**config.mk**
```make
export PLATFORM = sky130hd
export DESIGN_NAME = pp_port
export DESIGN_NICKNAME = d
export VERILOG_FILES = /design/src/pp_pkg.sv /design/src/pp_fifo_if.sv /design/src/pp_fifo.sv /design/src/pp_port.sv
export SDC_FILE = /design/constraint.sdc
export NUM_CORES = 1
export LEC_CHECK = 0
export ABC_AREA = 1
export BUFFER_PORTS_ARGS = -buffer_cell sky130_fd_sc_hd__buf_2
export CAP_MARGIN = 20
export CELL_PAD_IN_SITES_DETAIL_PLACEMENT = 0
export CELL_PAD_IN_SITES_GLOBAL_PLACEMENT = 2
export CORE_UTILIZATION = 35
export CTS_CLUSTER_DIAMETER = 150
export DETAILED_ROUTE_END_ITERATION = 12
export PLACE_DENSITY = 0.76
export SLEW_MARGIN = 20
export SYNTH_ARGS = -nofsm -noshare
export SYNTH_HDL_FRONTEND = slang
export SYNTH_SLANG_ARGS = --single-unit
```
**constraint.sdc**
```tcl
create_clock -name mclk -period 2.1 [get_ports mclk]
set_input_delay 0.105 -clock mclk [delete_from_list [all_inputs] [get_ports mclk]]
set_output_delay 0.105 -clock mclk [all_outputs]
set_load 0.02 [all_outputs]
```
**src/pp_pkg.sv**
```systemverilog
// Constants shared by the parallel port read engine and its byte FIFO.
// Assumes a single 40 MHz clock domain; register indices are host_addr codes.
// Function
// - Hold iochrdy low while peripheral_hold_n is low during a read.
// - Direction bit set: write_indicate_n released and parallel bus floated.
// - Host read of a port register asserts data or address strobe; code strobes only for EPP address and data reads in EPP mode.
// - Keep iochrdy low until hold released or the cycle timer expires.
// - Strobe is removed when the host removes its read command.
// - write_indicate_n is active low and marks a write.
// - data_strobe_n is active low and marks a data access.
// - addr_strobe_n is active low and marks an address access.
// - Peripheral interrupt is active high, passed through uninverted.
// - Active low port_reset_n returns the peripheral to its initial mode.
// - bus_direction_out high only when direction bit set or reading.
// - Only write_indicate_n may be overridden by the control strobe bit.
// - Port word is eight bits wide.
// - config_b: compression flag on top, irq level, irq and dma selects.
// - All FIFO registers share one 16 byte buffer.
// - Status and control registers are reachable in every mode.
// - Abort a cycle after 10 us and flag it in status bit 0.
package pp_pkg;
  localparam int       PW         = 8;
  localparam int       FIFO_DEPTH = 16;
  localparam int       AW         = 4;
  // Register indices on host_addr
  localparam logic [3:0] A_DATA   = 4'h0;
  localparam logic [3:0] A_STAT   = 4'h1;
  localparam logic [3:0] A_CTRL   = 4'h2;
  localparam logic [3:0] A_EADDR  = 4'h3;
  localparam logic [3:0] A_EDATA  = 4'h4;
  localparam logic [3:0] A_FIFO   = 4'h8;
  localparam logic [3:0] A_CFGA   = 4'h9;
  localparam logic [3:0] A_CFGB   = 4'ha;
  localparam logic [3:0] A_ECR    = 4'hb;
  // port_control, status and ECR bit positions and the EPP mode code
  localparam int       C_STB      = 0;
  localparam int       C_AFD      = 1;
  localparam int       C_INIT     = 2;
  localparam int       C_SELIN    = 3;
  localparam int       C_ACKEN    = 4;
  localparam int       C_DIR      = 5;
  localparam int       S_TOUT     = 0;
  localparam int       E_MODE_LSB = 5;
  localparam logic [2:0] MODE_EPP = 3'h4;
  // Values after reset, control write mask and fixed read values
  localparam logic [7:0] DATA_RST = 8'h00;
  localparam logic [7:0] CTRL_RST = 8'h00;
  localparam logic [7:0] CTRL_MSK = 8'h3f;
  localparam logic [5:0] CFGB_RST = 6'h00;
  localparam logic [5:0] ECR_RST  = 6'h20;
  localparam logic [7:0] CFGA_VAL = 8'h10;
  localparam logic       COMPRESS = 1'b0;
  // Cycle watchdog
  localparam int       CLK_NS     = 25;
  localparam int       TOUT_NS    = 10000;
  localparam int       TOUT_CYC   = (TOUT_NS + CLK_NS - 1) / CLK_NS;
  localparam int       TW         = 9;
  typedef enum logic [3:0] {
    RD_IDLE = 4'b0001,
    RD_STRB = 4'b0010,
    RD_HOLD = 4'b0100,
    RD_TOUT = 4'b1000
  } pp_rd_e;
endpackage : pp_pkg

```
**src/pp_fifo_if.sv**
```systemverilog
// Push and pop channels between the port engine and its byte FIFO.
// Assumes both ends run on the same clock.
interface pp_fifo_if #(
  parameter int W = 8
);
  logic         in_valid;
  logic         in_ready;
  logic [W-1:0] in_data;
  logic         out_valid;
  logic         out_ready;
  logic [W-1:0] out_data;
  modport src  (output in_valid, in_data, out_ready, input in_ready, out_valid, out_data);
  modport fifo (input in_valid, in_data, out_ready, output in_ready, out_valid, out_data);
endinterface : pp_fifo_if

```
**src/pp_fifo.sv**
```systemverilog
// Shared byte FIFO with a registered read word.
// Assumes one clock; depth must be a power of two.
module pp_fifo #(
  parameter int W = 8,
  parameter int D = 16
) (
  input wire logic mclk,       // System clock
  input wire logic rst_n,      // Synchronous reset, active low
  pp_fifo_if.fifo  f           // Push and pop channels
);
  localparam int AW = $clog2(D);

  if (D < 2 || (D & (D - 1)) != 0 || W != $bits(f.in_data)) begin : g_chk
    $error("pp_fifo: depth must be a power of two and width must match");
  end

  logic [W-1:0]  mem [D];
  logic [AW-1:0] wp_r;
  logic [AW-1:0] rp_r;
  logic [AW-1:0] rp_nxt;
  logic [AW:0]   cnt_r;
  logic [W-1:0]  out_data_r;
  wire           push = f.in_valid & f.in_ready;
  wire           pop  = f.out_valid & f.out_ready;

  assign f.in_ready  = cnt_r != (AW + 1)'(D);
  assign f.out_valid = cnt_r != '0;
  assign f.out_data  = out_data_r;
  assign rp_nxt      = pop ? rp_r + 1'b1 : rp_r;

  always_ff @(posedge mclk) begin
    if (push) begin
      mem[wp_r] <= f.in_data;
    end
    // Bypass keeps the head word valid when writing into a draining slot
    out_data_r <= (push && wp_r == rp_nxt) ? f.in_data : mem[rp_nxt];
  end

  always_ff @(posedge mclk) begin
    if (!rst_n) begin
      wp_r  <= '0;
      rp_r  <= '0;
      cnt_r <= '0;
    end else begin
      wp_r  <= push ? wp_r + 1'b1 : wp_r;
      rp_r  <= rp_nxt;
      cnt_r <= cnt_r + (AW + 1)'(push) - (AW + 1)'(pop);
    end
  end

  full_no_push_a: assert property (@(posedge mclk) disable iff (!rst_n)
    cnt_r == (AW + 1)'(D) && !pop |=> cnt_r == (AW + 1)'(D))
    else $error("fifo overfilled");
  push_count_a: assert property (@(posedge mclk) disable iff (!rst_n)
    push && !pop |=> cnt_r == $past(cnt_r) + 1'b1)
    else $error("fifo count did not rise on push");
endmodule // pp_fifo

```
**src/pp_port.sv**
```systemverilog
// Parallel port register set and peripheral read cycle engine.
// Assumes ISA-style strobes and parallel pins are asynchronous to mclk.
module pp_port #(
  parameter int PW         = pp_pkg::PW,
  parameter int FIFO_DEPTH = pp_pkg::FIFO_DEPTH
) (
  input  wire logic          mclk,              // 40 MHz clock
  input  wire logic          rst_n,             // Synchronous reset, low
  input  wire logic [3:0]    host_addr,         // Register index
  input  wire logic          host_ior_n,        // Host read command, low
  input  wire logic          host_iow_n,        // Host write command, low
  input  wire logic [PW-1:0] host_byte_bus_in,  // Host data in
  output logic      [PW-1:0] host_byte_bus_out, // Host data out
  output logic               host_byte_bus_oe,  // Host data drive enable
  output logic               iochrdy,           // Host ready, low holds off
  output logic               host_irq,          // Interrupt toward host
  input  wire logic [PW-1:0] pd_in,             // Parallel bus in
  output logic      [PW-1:0] pd_out,            // Parallel bus out
  output logic               pd_oe,             // Parallel bus drive enable
  output logic               write_indicate_n,  // Write marker, low
  output logic               data_strobe_n,     // Data strobe, low
  output logic               addr_strobe_n,     // Address strobe, low
  output logic               bus_direction_out, // High reads, low writes
  output logic               port_reset_n,      // Peripheral reset, low
  input  wire logic          peripheral_hold_n, // Peripheral wait, low
  input  wire logic          peripheral_irq_in, // Peripheral interrupt
  input  wire logic          paper_end_in,      // Paper end status
  input  wire logic          select_in,         // Selected status
  input  wire logic          fault_n_in         // Fault status, low
);
  localparam int SW = 4 + 2 + PW + PW + 5;
  localparam logic [pp_pkg::TW-1:0] TLAST = pp_pkg::TW'(pp_pkg::TOUT_CYC - 1);

  if (PW != 8 || FIFO_DEPTH != 16) begin : g_chk
    $error("pp_port: port word must be 8 bits and FIFO 16 deep");
  end

  // Two-stage synchroniser for every asynchronous input
  logic [SW-1:0] s1_r;
  logic [SW-1:0] s2_r;
  logic          ior_q_r;
  logic          iow_q_r;
  wire  [SW-1:0] pins = {host_addr, host_ior_n, host_iow_n, host_byte_bus_in,
                         pd_in, peripheral_hold_n, peripheral_irq_in,
                         paper_end_in, select_in, fault_n_in};

  always_ff @(posedge mclk) begin
    if (!rst_n) begin
      s1_r <= '1;
      s2_r <= '1;
    end else begin
      s1_r <= pins;
      s2_r <= s1_r;
    end
  end

  wire [3:0]    addr_s  = s2_r[SW-1 -: 4];
  wire          ior_s   = s2_r[SW-5];
  wire          iow_s   = s2_r[SW-6];
  wire [PW-1:0] wdat_s  = s2_r[SW-7 -: PW];
  wire [PW-1:0] pd_s    = s2_r[4+PW -: PW];
  wire          hold_s  = s2_r[4];
  wire          irq_s   = s2_r[3];
  wire          pe_s    = s2_r[2];
  wire          slct_s  = s2_r[1];
  wire          fault_s = s2_r[0];

  always_ff @(posedge mclk) begin
    if (!rst_n) begin
      ior_q_r <= 1'b1;
      iow_q_r <= 1'b1;
    end else begin
      ior_q_r <= ior_s;
      iow_q_r <= iow_s;
    end
  end

  wire ior_fall = ior_q_r & ~ior_s;
  wire ior_rise = ~ior_q_r & ior_s;
  wire iow_fall = iow_q_r & ~iow_s;

  // Address decode; status and control answer in every mode
  wire sel_d   = addr_s == pp_pkg::A_DATA;
  wire sel_st  = addr_s == pp_pkg::A_STAT;
  wire sel_c   = addr_s == pp_pkg::A_CTRL;
  wire sel_ea  = addr_s == pp_pkg::A_EADDR;
  wire sel_ed  = addr_s == pp_pkg::A_EDATA;
  wire sel_f   = addr_s == pp_pkg::A_FIFO;
  wire sel_ca  = addr_s == pp_pkg::A_CFGA;
  wire sel_cb  = addr_s == pp_pkg::A_CFGB;
  wire sel_ecr = addr_s == pp_pkg::A_ECR;
  wire hit     = sel_d | sel_st | sel_c | sel_ea | sel_ed | sel_f | sel_ca | sel_cb | sel_ecr;

  // Software registers
  logic [7:0] data_r;
  logic [7:0] ctl_r;
  logic [5:0] cfgb_r;
  logic [5:0] ecr_r;
  logic       tout_r;
  wire        wr       = iow_fall;
  wire        ctl_dir  = ctl_r[pp_pkg::C_DIR];
  wire        epp_mode = ecr_r[5:3] == pp_pkg::MODE_EPP;

  always_ff @(posedge mclk) begin
    if (!rst_n) begin
      data_r <= pp_pkg::DATA_RST;
      ctl_r  <= pp_pkg::CTRL_RST;
      cfgb_r <= pp_pkg::CFGB_RST;
      ecr_r  <= pp_pkg::ECR_RST;
    end else begin
      if (wr && sel_d) begin
        data_r <= wdat_s;
      end
      if (wr && sel_c) begin
        ctl_r <= wdat_s & pp_pkg::CTRL_MSK;
      end
      if (wr && sel_cb) begin
        cfgb_r <= wdat_s[5:0];
      end
      if (wr && sel_ecr) begin
        ecr_r <= wdat_s[7:2];
      end
    end
  end

  // One FIFO serves every FIFO register; a push while full is dropped
  pp_fifo_if #(.W(PW)) fif ();

  pp_fifo #(
    .W (PW),
    .D (FIFO_DEPTH)
  ) u_fifo (
    .mclk  (mclk),
    .rst_n (rst_n),
    .f     (fif)
  );

  assign fif.in_valid  = wr & sel_f;
  assign fif.in_data   = wdat_s;
  assign fif.out_ready = ior_rise & sel_f;

  // Read cycle engine
  pp_pkg::pp_rd_e       st_r;
  pp_pkg::pp_rd_e       st_nxt;
  logic [pp_pkg::TW-1:0] tmr_r;
  logic                 isaddr_r;
  logic [PW-1:0]        rd_byte_r;
  wire                  rd_start = ior_fall & (sel_ea | sel_ed) & epp_mode;
  wire                  tmo      = tmr_r == TLAST;
  wire                  isaddr_nxt = rd_start ? sel_ea : isaddr_r;

  always_comb begin
    st_nxt = st_r;
    unique case (st_r)
      pp_pkg::RD_IDLE: begin
        if (rd_start) begin
          st_nxt = pp_pkg::RD_STRB;
        end
      end
      pp_pkg::RD_STRB: begin
        if (ior_s) begin
          st_nxt = pp_pkg::RD_IDLE;
        end else if (tmo) begin
          st_nxt = pp_pkg::RD_TOUT;
        end else if (hold_s) begin
          st_nxt = pp_pkg::RD_HOLD;
        end
      end
      pp_pkg::RD_HOLD: begin
        if (ior_s) begin
          st_nxt = pp_pkg::RD_IDLE;
        end else if (tmo) begin
          st_nxt = pp_pkg::RD_TOUT;
        end
      end
      pp_pkg::RD_TOUT: begin
        if (ior_s) begin
          st_nxt = pp_pkg::RD_IDLE;
        end
      end
      default: st_nxt = pp_pkg::RD_IDLE;
    endcase
  end

  wire strobing  = st_nxt == pp_pkg::RD_STRB || st_nxt == pp_pkg::RD_HOLD;
  wire reading   = st_nxt != pp_pkg::RD_IDLE;
  wire tout_set  = st_nxt == pp_pkg::RD_TOUT && st_r != pp_pkg::RD_TOUT;
  wire tout_clr  = ior_rise & sel_st;
  // Watchdog spans the whole command, not only the wait phase
  wire counting  = st_r == pp_pkg::RD_STRB || st_r == pp_pkg::RD_HOLD;

  always_ff @(posedge mclk) begin
    if (!rst_n) begin
      st_r      <= pp_pkg::RD_IDLE;
      tmr_r     <= '0;
      isaddr_r  <= 1'b0;
      rd_byte_r <= '0;
      tout_r    <= 1'b0;
    end else begin
      st_r      <= st_nxt;
      tmr_r     <= (counting && !tmo) ? tmr_r + 1'b1 : '0;
      isaddr_r  <= isaddr_nxt;
      if (st_r == pp_pkg::RD_STRB && hold_s) begin
        rd_byte_r <= pd_s;
      end
      // Set wins over a status read that clears in the same cycle
      tout_r    <= tout_set | (tout_r & ~tout_clr);
    end
  end

  // Host read data
  wire [7:0] stat_w = {~hold_s, irq_s, pe_s, slct_s, fault_s, 2'b00, tout_r};
  wire [7:0] cfgb_w = {pp_pkg::COMPRESS, irq_s, cfgb_r};
  wire [7:0] ecr_w  = {ecr_r, ~fif.in_ready, ~fif.out_valid};
  wire [7:0] epp_w  = (st_r == pp_pkg::RD_HOLD) ? rd_byte_r : pd_s;
  wire [7:0] dat_w  = ctl_dir ? pd_s : data_r;
  wire [7:0] rd_mux = sel_d   ? dat_w :
                      sel_st  ? stat_w :
                      sel_c   ? ctl_r :
                      (sel_ea | sel_ed) ? epp_w :
                      sel_f   ? fif.out_data :
                      sel_ca  ? pp_pkg::CFGA_VAL :
                      sel_cb  ? cfgb_w :
                      sel_ecr ? ecr_w : 8'h00;

  // Pin drivers; idle strobe levels follow the control register
  wire dstb_nxt = strobing ? isaddr_nxt : ~ctl_r[pp_pkg::C_AFD];
  wire astb_nxt = strobing ? ~isaddr_nxt : ~ctl_r[pp_pkg::C_SELIN];
  // Control strobe bit is the one override allowed during a cycle
  wire wrn_nxt  = ~(ctl_r[pp_pkg::C_STB] | (~ctl_dir & ~reading));

  always_ff @(posedge mclk) begin
    if (!rst_n) begin
      host_byte_bus_out <= '0;
      host_byte_bus_oe  <= 1'b0;
      iochrdy           <= 1'b1;
      host_irq          <= 1'b0;
      pd_out            <= '0;
      pd_oe             <= 1'b0;
      write_indicate_n  <= 1'b1;
      data_strobe_n     <= 1'b1;
      addr_strobe_n     <= 1'b1;
      bus_direction_out <= 1'b0;
      port_reset_n      <= 1'b0;
    end else begin
      host_byte_bus_out <= rd_mux;
      host_byte_bus_oe  <= ~ior_s & hit;
      iochrdy           <= ~(st_nxt == pp_pkg::RD_STRB && !hold_s);
      host_irq          <= irq_s & ctl_r[pp_pkg::C_ACKEN];
      pd_out            <= data_r;
      pd_oe             <= ~ctl_dir & ~reading;
      write_indicate_n  <= wrn_nxt;
      data_strobe_n     <= dstb_nxt;
      addr_strobe_n     <= astb_nxt;
      bus_direction_out <= ctl_dir | reading;
      port_reset_n      <= ctl_r[pp_pkg::C_INIT];
    end
  end

  hold_rdy_low_a: assert property (@(posedge mclk) disable iff (!rst_n)
    st_r == pp_pkg::RD_STRB && !hold_s && !ior_s && !tmo |=> !iochrdy)
    else $error("iochrdy released while peripheral holds");

  dir_float_a: assert property (@(posedge mclk) disable iff (!rst_n)
    ctl_dir && $past(ctl_dir) |-> !pd_oe && write_indicate_n == ~$past(ctl_r[0]))
    else $error("bus driven or write shown with direction set");

  strobe_start_a: assert property (@(posedge mclk) disable iff (!rst_n)
    st_r == pp_pkg::RD_IDLE && rd_start |=> data_strobe_n != addr_strobe_n)
    else $error("no single strobe at read start");

  tout_abort_a: assert property (@(posedge mclk) disable iff (!rst_n)
    counting && tmo && !ior_s |=> st_r == pp_pkg::RD_TOUT && tout_r && iochrdy
      ##0 data_strobe_n && addr_strobe_n)
    else $error("watchdog did not abort the cycle");

  tmr_bound_a: assert property (@(posedge mclk) disable iff (!rst_n)
    tmr_r <= TLAST)
    else $error("watchdog count ran past its limit");

  strobe_end_a: assert property (@(posedge mclk) disable iff (!rst_n)
    st_r != pp_pkg::RD_IDLE && ior_s |=> data_strobe_n && addr_strobe_n
      ##1 st_r == pp_pkg::RD_IDLE)
    else $error("strobe kept after read command removed");

  dir_out_a: assert property (@(posedge mclk) disable iff (!rst_n)
    st_r != pp_pkg::RD_IDLE |-> bus_direction_out)
    else $error("direction low during read cycle");

  irq_pass_a: assert property (@(posedge mclk) disable iff (!rst_n)
    $rose(irq_s) && ctl_r[pp_pkg::C_ACKEN] |=> host_irq)
    else $error("interrupt not passed through");

  cfga_const_a: assert property (@(posedge mclk) disable iff (!rst_n)
    sel_ca |=> host_byte_bus_out == 8'h10)
    else $error("config_a value wrong");

  read_byte_a: assert property (@(posedge mclk) disable iff (!rst_n)
    st_r == pp_pkg::RD_STRB && hold_s && !ior_s && !tmo && (sel_ed | sel_ea)
      |=> ##1 host_byte_bus_out == $past(pd_s, 2))
    else $error("host did not get the latched byte");
endmodule // pp_port

```
==> summary.md, run 1 <==
| Metric | Value |
|---|---|
| GRT overflow | `0` |
| Drt pass-1 iters | `5` |
| Worst endpoint required time | `2510 ps` |
| Sw Share | `0.203` |
| Critical Path Sink Type | `flip-flop` |
| Row cnt | `64` |
| Crit start category | `flip-flop` |
| Fmax | `0.460 GHz` |
| Routability congestion estimate | `0.816` |
| Root Driver | `clkbuf_16` |
| GRT Overall Usage | `0.170` |
| Hold Crit Class | `in2reg` |
| DR WL/cell | `15.7 um` |
| Hold Vio Cnt, Final | `0` |
| Final Cycle Share | `1.03` |
| Worst Setup Slack, final | `-72.4 ps` |
| Pwr Density | `825 nW/um^2` |
| Sum Neg Setup Slack | `-130 ps` |
| Commonest cells after routing, fill and taps aside | `219 x nand2_1, 144 x dfxtp_1, 128 x edfxtp_1` |
| Slowest CP cell | `fa_2` |
| Share of layout cells above drive strength 1 | `0.205` |
| First-pass GRT wire length | `41000 um` |
| Finished Core Util | `0.430` |
| Worst-path cell chain | `inv_2, ha_4, nand4_1, nand2_4, inv_4, ha_4, inv_2, ha_4, fa_2, buf_4, buf_6, xnor2_2, nor2_1` |
| Max FO, Critical Path | `2` |
| Failing checks | `setup timing` |
| Fill count | `~3000` |
| CP arrival | `2590 ps` |
| RSZ-0062 raised after global routing | `true` |
| CTS tree | `yes` |
| CP Class | `reg2reg` |
| CP delay by family, top | `adder cells` |
| Crit path buffers/inverters | `5` |
| Mapped Cells | `1118` |
| Core Area | `around 30000 um^2` |
| Hold Path Depth | `3` |
| Layout overhead on the synthesized area | `21.2%` |
| Minimum clock period | `2170 ps` |
| Yosys cell types | `41` |
| Peak supply drop | `0.583 mV` |
| Synth warnings | `0` |
| Drt total wl | `26300 um` |
| Post-DRT Antenna Nets | `0` |
| Vias in the first global route | `7424` |
| Net count after synthesis | `1160` |
| Initial core utilization | `0.355` |
| CP Depth | `13` |
| Fin cells | `1668` |
| Via count | `7641` |
| Die area | `between 30000 and 40000 um^2` |
| IO Pins | `54` |
| Max cap viols | `0` |
| Post-Place Cells | `1584` |
| CTS clk-pin slew, worst paths | `60 ps` |
| Clk sinks | `275` |
| Final instance area | `roughly 13000 um^2` |
| Worst stage delay on the critical path | `between 300 and 400 ps` |
| Setup violators final | `2` |
| Flop pwr share | `0.524` |
| Vias per inst | `4.58` |
| Fin nets | `1291` |
| Final slew viol count | `0` |
| Die Wd | `about 180 um` |
| PortBufs | `53` |
| DRC violations left | `0` |
| Slew margin rel. | `0.688` |
| Power, Total | `between 10000 and 15000 uW` |
| Placed Instance Area | `11900 um^2` |
| R2R setup slack | `-70 ps` |
| Largest net degree at the start of global routing | `52` |
| Comb pwr share | `0.024` |
| Skew final | `12.6 ps` |
| Later-pin clock latency in the skew report | `540 ps` |
| Post-DP HPWL | `between 15000 and 20000 um` |
| Power Internal | `about 8600 uW` |
| Mean Syn Cell Area | `approximately 9.7 um^2` |
| Clock power frac | `0.452` |
| Chip Height | `around 180 um` |
| Leakage power | `0.00535 uW` |
| CTS buffer count | `29` |
| DR iter-0 viols | `456` |
| Worst slew pin tran | `roughly 470 ps` |
| Clock Path Buffers | `3` |
| N_diodes | `0` |
| Yosys reg bits | `275` |
| H-tree depth | `1` |
| Mapped Area | `10800 um^2` |
| Most common cell after layout, fill and taps aside | `nand2_1` |
| Worst path most repeated cell | `ha_4` |
| Initial antenna violation count | `0` |
| Status | `finished with violations` |
| Reg2Reg Depth | `13` |
| Sw Pwr | `2200 uW` |
| Sequential area share after synthesis | `0.627` |
-- layer usage --
metal | part of all wire | wire length, um | up-vias | global-route usage
li1 | - | - | 3918 | -
met1 | 0.46 | 12200 | 3540 | 0.231
met2 | 0.47 | 12400 | 151 | 0.284
met3 | 0.042 | 1100 | 32 | 0.0229
met4 | 0.020 | 520 | 0 | 0.0427
met5 | 0 | 0 | - | 0
-- cell usage after synthesis --
master,count,area share
nand2_1,219,0.076
dfxtp_1,147,0.27
edfxtp_1,128,0.36
inv_1,128,0.044
nand3_1,102,0.047
nor2_1,81,0.028
o21ai_0,57,0.026
or2_2,57,0.033
a21oi_1,52,0.024
buf_2,17,0.0079
clkbuf_1,17,0.0059
o211ai_1,16,0.011
ha_1,12,0.014
nand4_1,12,0.0069
inv_2,11,0.0038
nor2_2,6,0.0035
nor3_1,6,0.0028
buf_4,5,0.0035
nand2_2,5,0.0029
xor2_1,5,0.0040
a31oi_1,3,0.0017
nand2_4,3,0.0031
nor2_4,3,0.0031
o21ai_1,3,0.0014
o22ai_1,3,0.0017
buf_1,2,0.00069
nand3_2,2,0.0018
o21ai_2,2,0.0016
xnor2_1,2,0.0016
a22oi_1,1,0.00069
a32oi_1,1,0.00081
and3_1,1,0.00058
buf_6,1,0.0010
clkinv_1,1,0.00035
fa_1,1,0.0018
nor3_4,1,0.0015
nor3b_1,1,0.00069
nor4_1,1,0.00058
or2_1,1,0.00058
or2_4,1,0.00081
xor2_2,1,0.0015
-- layout make-up --
class / instances / area [um^2] / share of cell area
clock buffer: 40 / 787 / 0.0600
clock inverter: 14 / 121 / 0.00925
inverter: 140 / 528 / 0.0403
multi-input combinational: 661 / 3350 / 0.256
sequential: 275 / 6790 / 0.518
tap: 396 / 495 / 0.0378
timing repair buffer: 142 / 1040 / 0.0795
-- what timing repair did --
action / CTS / global route
pin swaps: 2 / 1
hold buffers: 27 / 0
hold endpoints to repair: 27 / 0
resized for setup: 1 / 4
setup endpoints to repair: 2 / 2
buffers inserted: 1 / 2
-- worst min-delay path, delay by kind of cell --
family	cells	cell delay, ps
and+or+nand+nor	1	80
buffers and inverters	2	340
-- power by group through the flow --
stage	registers, uW	clock network [uW]	logic, uW
6_report	5670	4890	262
5_1_grt	5670	5200	292
4_1_cts	5670	5010	265
3_5_place_dp	5780	0	227
3_3_place_gp	5780	0	225
2_1_floorplan	5790	0	102
-- cell families after synthesis --
family                     count (synthesis)  share of synthesized area
DFF                                      275                      0.627
adders and majority gates                 13                     0.0157
buffers and inverters                    182                     0.0675
and+or+nand+nor                          502                      0.213
xor gates and xnor gates                   8                    0.00717
AOI/OAI and AO/OA                        138                     0.0695
-- through the flow --
step | hold slack [ps] | setup slack (ps)
after floorplan | 212 | 4.69
after global placement | 290 | -41.4
after detailed placement | 293 | -97.5
after CTS | 8.14 | -82.0
after global routing | 35.4 | -187
final | 25.6 | -72.4
-- path summary, 6_finish.rpt --
path,end,start
worst max-delay path,u_fifo.cnt_r[2],u_fifo.cnt_r[3]
worst min-delay path,st_r[0],rst_n
worst min register to register,s2_r[3],s1_r[3]
worst max register to register,u_fifo.cnt_r[2],u_fifo.cnt_r[3]
-- flip-flops by register name, summed over array words and instances (netlist names), 4 cells and up, named ones only --
register,cells
u_fifo.mem,128
s1_r,27
s2_r,27
tmr_r,9
data_r,8
host_byte_bus_out,8
pd_out,8
rd_byte_r,8
cfgb_r,6
ctl_r,6
ecr_r,6
u_fifo.cnt_r,5
st_r,4
u_fifo.rp_r,4
u_fifo.wp_r,4
Power figures use the tool's default switching activity.
==> run 2, diff against run 1 <==
- PLACE_DENSITY: 0.76 -> 0.75
==> run 2 against run 1 <==
Against the previous run: the flow still finishes with violations (setup timing); die area unchanged; via count up 0.16%; register-to-register slack better by 40 ps; maximum frequency up 2.0%; sequential share of layout area down 0.36 points; non-clock buffer count up 4; power up 1.3%; clock skew down 4.6 ps; flip-flop and latch count unchanged; setup slack better by 42 ps; hold slack worse by 18 ps; count of clock-buffer cells in the layout up 8; largest power group unchanged.
==> summary.md, run 2 (synthesized netlist as in run 1, its figures left out) <==
| Metric | Value |
|---|---|
| Worst endpoint required time | `2570 ps` |
| Vias per inst | `4.59` |
| Post-DRT Antenna Nets | `0` |
| Post-DP HPWL | `~17000 um` |
| CTS clk-pin slew, worst paths | `60 ps` |
| N_diodes | `0` |
| CTS buffer count | `29` |
| Min-Delay Endpoint | `cfgb_r[4]` |
| Fmax | `between 0.4 and 0.5 GHz` |
| Crit start category | `flip-flop` |
| Hold Path Depth | `3` |
| Register area | `6790 um^2` |
| WL met3 | `between 1000 and 1500 um` |
| H-tree depth | `1` |
| Clock Path Buffers | `3` |
| Hold Vio Cnt, Final | `0` |
| Chip Height | `178 um` |
| Multi-input gate area | `3360 um^2` |
| Pwr Density | `about 830 nW/um^2` |
| Final Cycle Share | `1.01` |
| Slew margin rel. | `0.505` |
| Slowest CP cell | `fa_2` |
| Core Area | `30500 um^2` |
| Regs by FF count | `u_fifo.mem (128), s1_r (27), s2_r (27)` |
| Fill count | `~2900` |
| Crit path buffers/inverters | `3` |
| Skew final | `a little over 8 ps` |
| Status | `finished with violations` |
| IO Pins | `54` |
| Root Driver | `clkbuf_16` |
| Reg-to-Reg Start | `u_fifo.cnt_r[3]` |
| R2R setup slack | `-30 ps` |
| PortBufs | `53` |
| First-pass GRT wire length | `41800 um` |
| Final slew viol count | `0` |
| Via count | `approximately 7700` |
| RR Endpoint | `u_fifo.cnt_r[4]` |
| Worst Setup Slack, final | `-30.7 ps` |
| RSZ-0062 raised after global routing | `true` |
| Hold wc startpoint | `rst_n` |
| Commonest cells after routing, fill and taps aside | `218 x nand2_1, 144 x dfxtp_1, 128 x edfxtp_1` |
| DR WL/cell | `15.9 um` |
| Clk sinks | `approximately 280` |
| Most common cell after layout, fill and taps aside | `nand2_1` |
| Max reg flops | `128` |
| Later-pin clock latency in the skew report | `530 ps` |
| Worst slew pin tran | `around 740 ps` |
| GRT Overall Usage | `0.173` |
| Initial core utilization | `0.355` |
| Failing checks | `setup timing` |
| CP arrival | `2600 ps` |
| Layout overhead on the synthesized area | `22.0%` |
| Reg2Reg Depth | `14` |
| Max Used Layer | `met4` |
| Minimum clock period | `between 2000 and 2500 ps` |
| Die area | `approximately 32000 um^2` |
| Peak supply drop | `0.493 mV` |
| GRT overflow | `0` |
| Drt total wl | `26500 um` |
| CTS tree | `yes` |
| Max FO, Critical Path | `2` |
| Routability congestion estimate | `0.825` |
| DRC violations left | `0` |
| Largest net degree at the start of global routing | `66` |
| Worst-path cell chain | `inv_2, ha_4, nand4_1, nand2_4, inv_2, ha_4, inv_2, ha_4, fa_2, nand2_1, a21oi_1, nor2_1, o21ai_1, a21oi_1` |
| CP delay by family, top | `adder cells` |
| Most flops, register | `u_fifo.mem` |
| Row cnt | `64` |
| Initial antenna violation count | `1` |
| Sum Neg Setup Slack | `-30.7 ps` |
| Die Wd | `approximately 180 um` |
| Met2 wire len | `about 12000 um` |
| Finished Core Util | `0.433` |
| Fin nets | `1295` |
| Max cap viols | `0` |
| CP Class | `reg2reg` |
| Worst stage delay on the critical path | `330 ps` |
| DR iter-0 viols | `641` |
| Met1 Wirelength | `12800 um` |
| Hold Crit Class | `in2reg` |
| Drt pass-1 iters | `5` |
| Setup violators final | `1` |
| Share of layout cells above drive strength 1 | `0.214` |
| Critical Path Sink Type | `flip-flop` |
| Setup WS pre-CTS | `-64.7 ps` |
| Vias in the first global route | `around 7500` |
| Leakage power | `0.00540 uW` |
==> run 2: changes by cell type in the layout (fill, tap and decap cells not counted), sizes merged <==
| cell | before | now |
|---|---|---|
| clkinv | 11 | 3 |
| clkbuf | 40 | 48 |
| buf | 115 | 119 |
| inv | 140 | 139 |
| bufinv | 2 | 1 |
| clkinvlp | 1 | 0 |
==> run 2: layout make-up <==
cell class              count  area share
flip-flops and latches    275       0.514
multi-input cells         661       0.255
repair buffers            146      0.0818
clock buffers              48      0.0691
inverters                 140      0.0398
well taps                 396      0.0375
clock inverters             3     0.00303
==> run 2: worst max path at each step <==
stage	to	slack [ps]	depth (start not counted)	start
floorplan	u_fifo.cnt_r[4]	5	14	u_fifo.cnt_r[3]
global placement	u_fifo.cnt_r[4]	-40	14	u_fifo.cnt_r[3]
detailed placement	u_fifo.cnt_r[4]	-60	14	u_fifo.cnt_r[3]
CTS	u_fifo.cnt_r[4]	-30	14	u_fifo.cnt_r[3]
global route	u_fifo.cnt_r[4]	-160	14	u_fifo.cnt_r[3]
finish	u_fifo.cnt_r[4]	-30	14	u_fifo.cnt_r[3]
==> run 2: through the flow <==
stage                     hold WS, ps  total power, uW  instance area (um^2)  instances
after global routing             29.7            11300                 13200       1669
after floorplan                   212             5900                 10900       1118
after detailed placement          292             6020                 11900       1584
final                            7.89            11000                 13200       1669
after global placement            290             6010                 11900       1584
after CTS                        2.82            11100                 13200       1668
==> run 2: power breakdown <==
part	switching, uW	leakage, uW	total [uW]	internal [uW]
sequential	31.5	0.00232	5680	5640
combinational	140	0.00260	261	121
clock	1970	0.000477	5030	3050
total	2150	0.00540	11000	8820
==> run 2: layer usage <==
metal / vias to the layer above / GRT usage
li1: 3930 / -
met1: 3555 / 0.246
met2: 129 / 0.278
met3: 39 / 0.0219
met4: 0 / 0.0438
met5: - / 0
==> run 2: timing repair <==
action,CTS,global route
pin swaps,2,4
setup buffers,6,2
hold endpoints to repair,27,0
gates resized for setup,4,3
endpoints found under the setup margin,2,3
hold buffers,27,0
==> run 2: tightest hold or removal path, cell delays in order <==
cell and delay, ps:
buf_2 100, inv_2 150, a21oi_1 150
==> run 3, diff against run 2 <==
- MAX_ROUTING_LAYER: unset -> met4
==> run 3 against run 2 <==
Against the previous run: the run still ends with setup timing left; wire length increased by 0.25%; sequential share of layout area unchanged; maximum frequency about the same; highest routed layer unchanged; sequential power about the same; final area unchanged.
==> summary.md, run 3 (synthesized netlist as in run 1, its figures left out) <==
| Metric | Value |
|---|---|
| Worst slew pin tran | `roughly 730 ps` |
| Core Area | `30500 um^2` |
| CTS tree | `yes` |
| Die area | `31600 um^2` |
| Post-Place Cells | `1584` |
| Fin nets | `1295` |
| Hold Crit Class | `in2reg` |
| DR WL/cell | `between 15 and 20 um` |
| RSZ-0062 raised after global routing | `true` |
| Sw Share | `0.196` |
| Later-pin clock latency in the skew report | `530 ps` |
| Final instance area | `13200 um^2` |
| Worst Setup Slack, final | `-30.8 ps` |
| Status | `finished with violations` |
| Routability congestion estimate | `between 0.8 and 0.9` |
| Critical Path Sink Type | `flip-flop` |
| Peak supply drop | `0.492 mV` |
| First-pass GRT wire length | `about 42000 um` |
| Placed Instance Area | `11900 um^2` |
| Skew final | `8.96 ps` |
| Hold Vio Cnt, Final | `0` |
| Most flops, register | `u_fifo.mem` |
| IO Pins | `54` |
| Final Cycle Share | `1.01` |
| N_diodes | `0` |
| DRC violations left | `0` |
| Minimum clock period | `about 2100 ps` |
| Sw Pwr | `2150 uW` |
| Fin cells | `roughly 1700` |
| Flop pwr share | `0.518` |
| CP arrival | `2600 ps` |
| Comb pwr share | `0.024` |
| Vias in the first global route | `7540` |
| Most common cell after layout, fill and taps aside | `nand2_1` |
| Largest net degree at the start of global routing | `66` |
| Setup violators final | `1` |
| Initial antenna violation count | `1` |
| Drt pass-1 iters | `5` |
| Commonest cells after routing, fill and taps aside | `218 x nand2_1, 144 x dfxtp_1, 128 x edfxtp_1` |
| Chip Height | `178 um` |
| Slowest CP cell | `fa_2` |
| Regs by FF count | `u_fifo.mem (128), s1_r (27), s2_r (27)` |
| Crit start category | `flip-flop` |
| Vias per inst | `4.59` |
| PortBufs | `53` |
| Clock power frac | `0.458` |
| Drt total wl | `26500 um` |
| Fmax | `0.469 GHz` |
| Worst endpoint required time | `2570 ps` |
| CP Class | `reg2reg` |
| Initial core utilization | `0.355` |
| Max reg flops | `128` |
| Slew margin rel. | `0.512` |
| Power Internal | `8820 uW` |
| Via count | `approximately 7700` |
| H-tree depth | `1` |
| GRT Overall Usage | `0.178` |
| CP delay by family, top | `adder cells` |
| Die Wd | `178 um` |
| Final slew viol count | `0` |
| Worst stage delay on the critical path | `around 330 ps` |
| Failing checks | `setup timing` |
| Post-DP HPWL | `17200 um` |
| Max cap viols | `0` |
| CTS clk-pin slew, worst paths | `60 ps` |
| Share of layout cells above drive strength 1 | `0.214` |
| DR iter-0 viols | `between 600 and 700` |
| Crit path buffers/inverters | `3` |
| Worst-path cell chain | `inv_2, ha_4, nand4_1, nand2_4, inv_2, ha_4, inv_2, ha_4, fa_2, nand2_1, a21oi_1, nor2_1, o21ai_1, a21oi_1` |
| CTS buffer count | `29` |
| Clk sinks | `between 200 and 300` |
| Post-DRT Antenna Nets | `0` |
| Clock Path Buffers | `3` |
| Row cnt | `64` |
| GRT overflow | `0` |
| Layout overhead on the synthesized area | `22.0%` |
| Max FO, Critical Path | `2` |
| Leakage power | `0.00540 uW` |
| Finished Core Util | `0.433` |
| Pwr Density | `between 800 and 900 nW/um^2` |
| Root Driver | `clkbuf_16` |
==> run 3: cell counts in the layout (fill, tap and decap cells not counted) <==
No cell type changed its count.
==> run 3: final timing paths <==
kind / from / to / slack [ps] / depth (start not counted)
worst min-delay path: rst_n / cfgb_r[4] / 10 / 3
worst max register to register: u_fifo.cnt_r[3] / u_fifo.cnt_r[4] / -30 / 14
worst min register to register: s1_r[12] / s2_r[12] / 410 / 1
worst max-delay path: u_fifo.cnt_r[3] / u_fifo.cnt_r[4] / -30 / 14
==> run 3: repair_timing <==
| item | in CTS | in global routing |
|---|---|---|
| resized for setup | 4 | 3 |
| pin swaps | 2 | 4 |
| setup buffers | 6 | 2 |
| hold buffers | 27 | 0 |
| endpoints found under the setup margin | 2 | 3 |
| hold endpoints to repair | 27 | 0 |
==> run 3: per-stage QoR <==
stage / total power (uW) / hold slack [ps] / worst slack (ps) / TNS (ps)
after floorplan: 5900 / 212 / 4.69 / 0
after global placement: 6010 / 290 / -40.5 / -40.5
after detailed placement: 6020 / 292 / -64.7 / -64.7
after CTS: 11100 / 2.82 / -25.7 / -31.0
after global routing: 11300 / 29.7 / -165 / -223
final: 11000 / 9.77 / -30.8 / -30.8
==> run 3: per-layer routing <==
layer  up-vias  track usage  share of wire
met2       137        0.279           0.46
li1       3931            -              -
met1      3556        0.245           0.49
met5         -            -              0
met4         0       0.0438          0.019
met3        38       0.0219          0.037
==> run 3: area by class of cell <==
cell class	count	area (um^2)
clock buffers	48	913
clock inverters	3	40.0
fillers	2916	17300
repair buffers	146	1080
inverters	140	526
flip-flops and latches	275	6790
well taps	396	495
multi-input cells	661	3360
==> run 3: power by group through the flow <==
stage                     combinational (uW)  sequential (uW)  clock (uW)
after detailed placement                 225             5790           0
after CTS                                264             5680        5150
final                                    261             5680        5030
after global routing                     290             5680        5370
after floorplan                          102             5790           0
after global placement                   223             5790           0
==> run 3: worst reg2reg max path, stage by stage (launching register included) <==
cell and delay (ps):
dfxtp_2 320, inv_2 70, ha_4 130, nand4_1 170, nand2_4 110, inv_2 50, ha_4 250, inv_2 40
ha_4 150, fa_2 330, nand2_1 60, a21oi_1 60, nor2_1 120, o21ai_1 80, a21oi_1 110
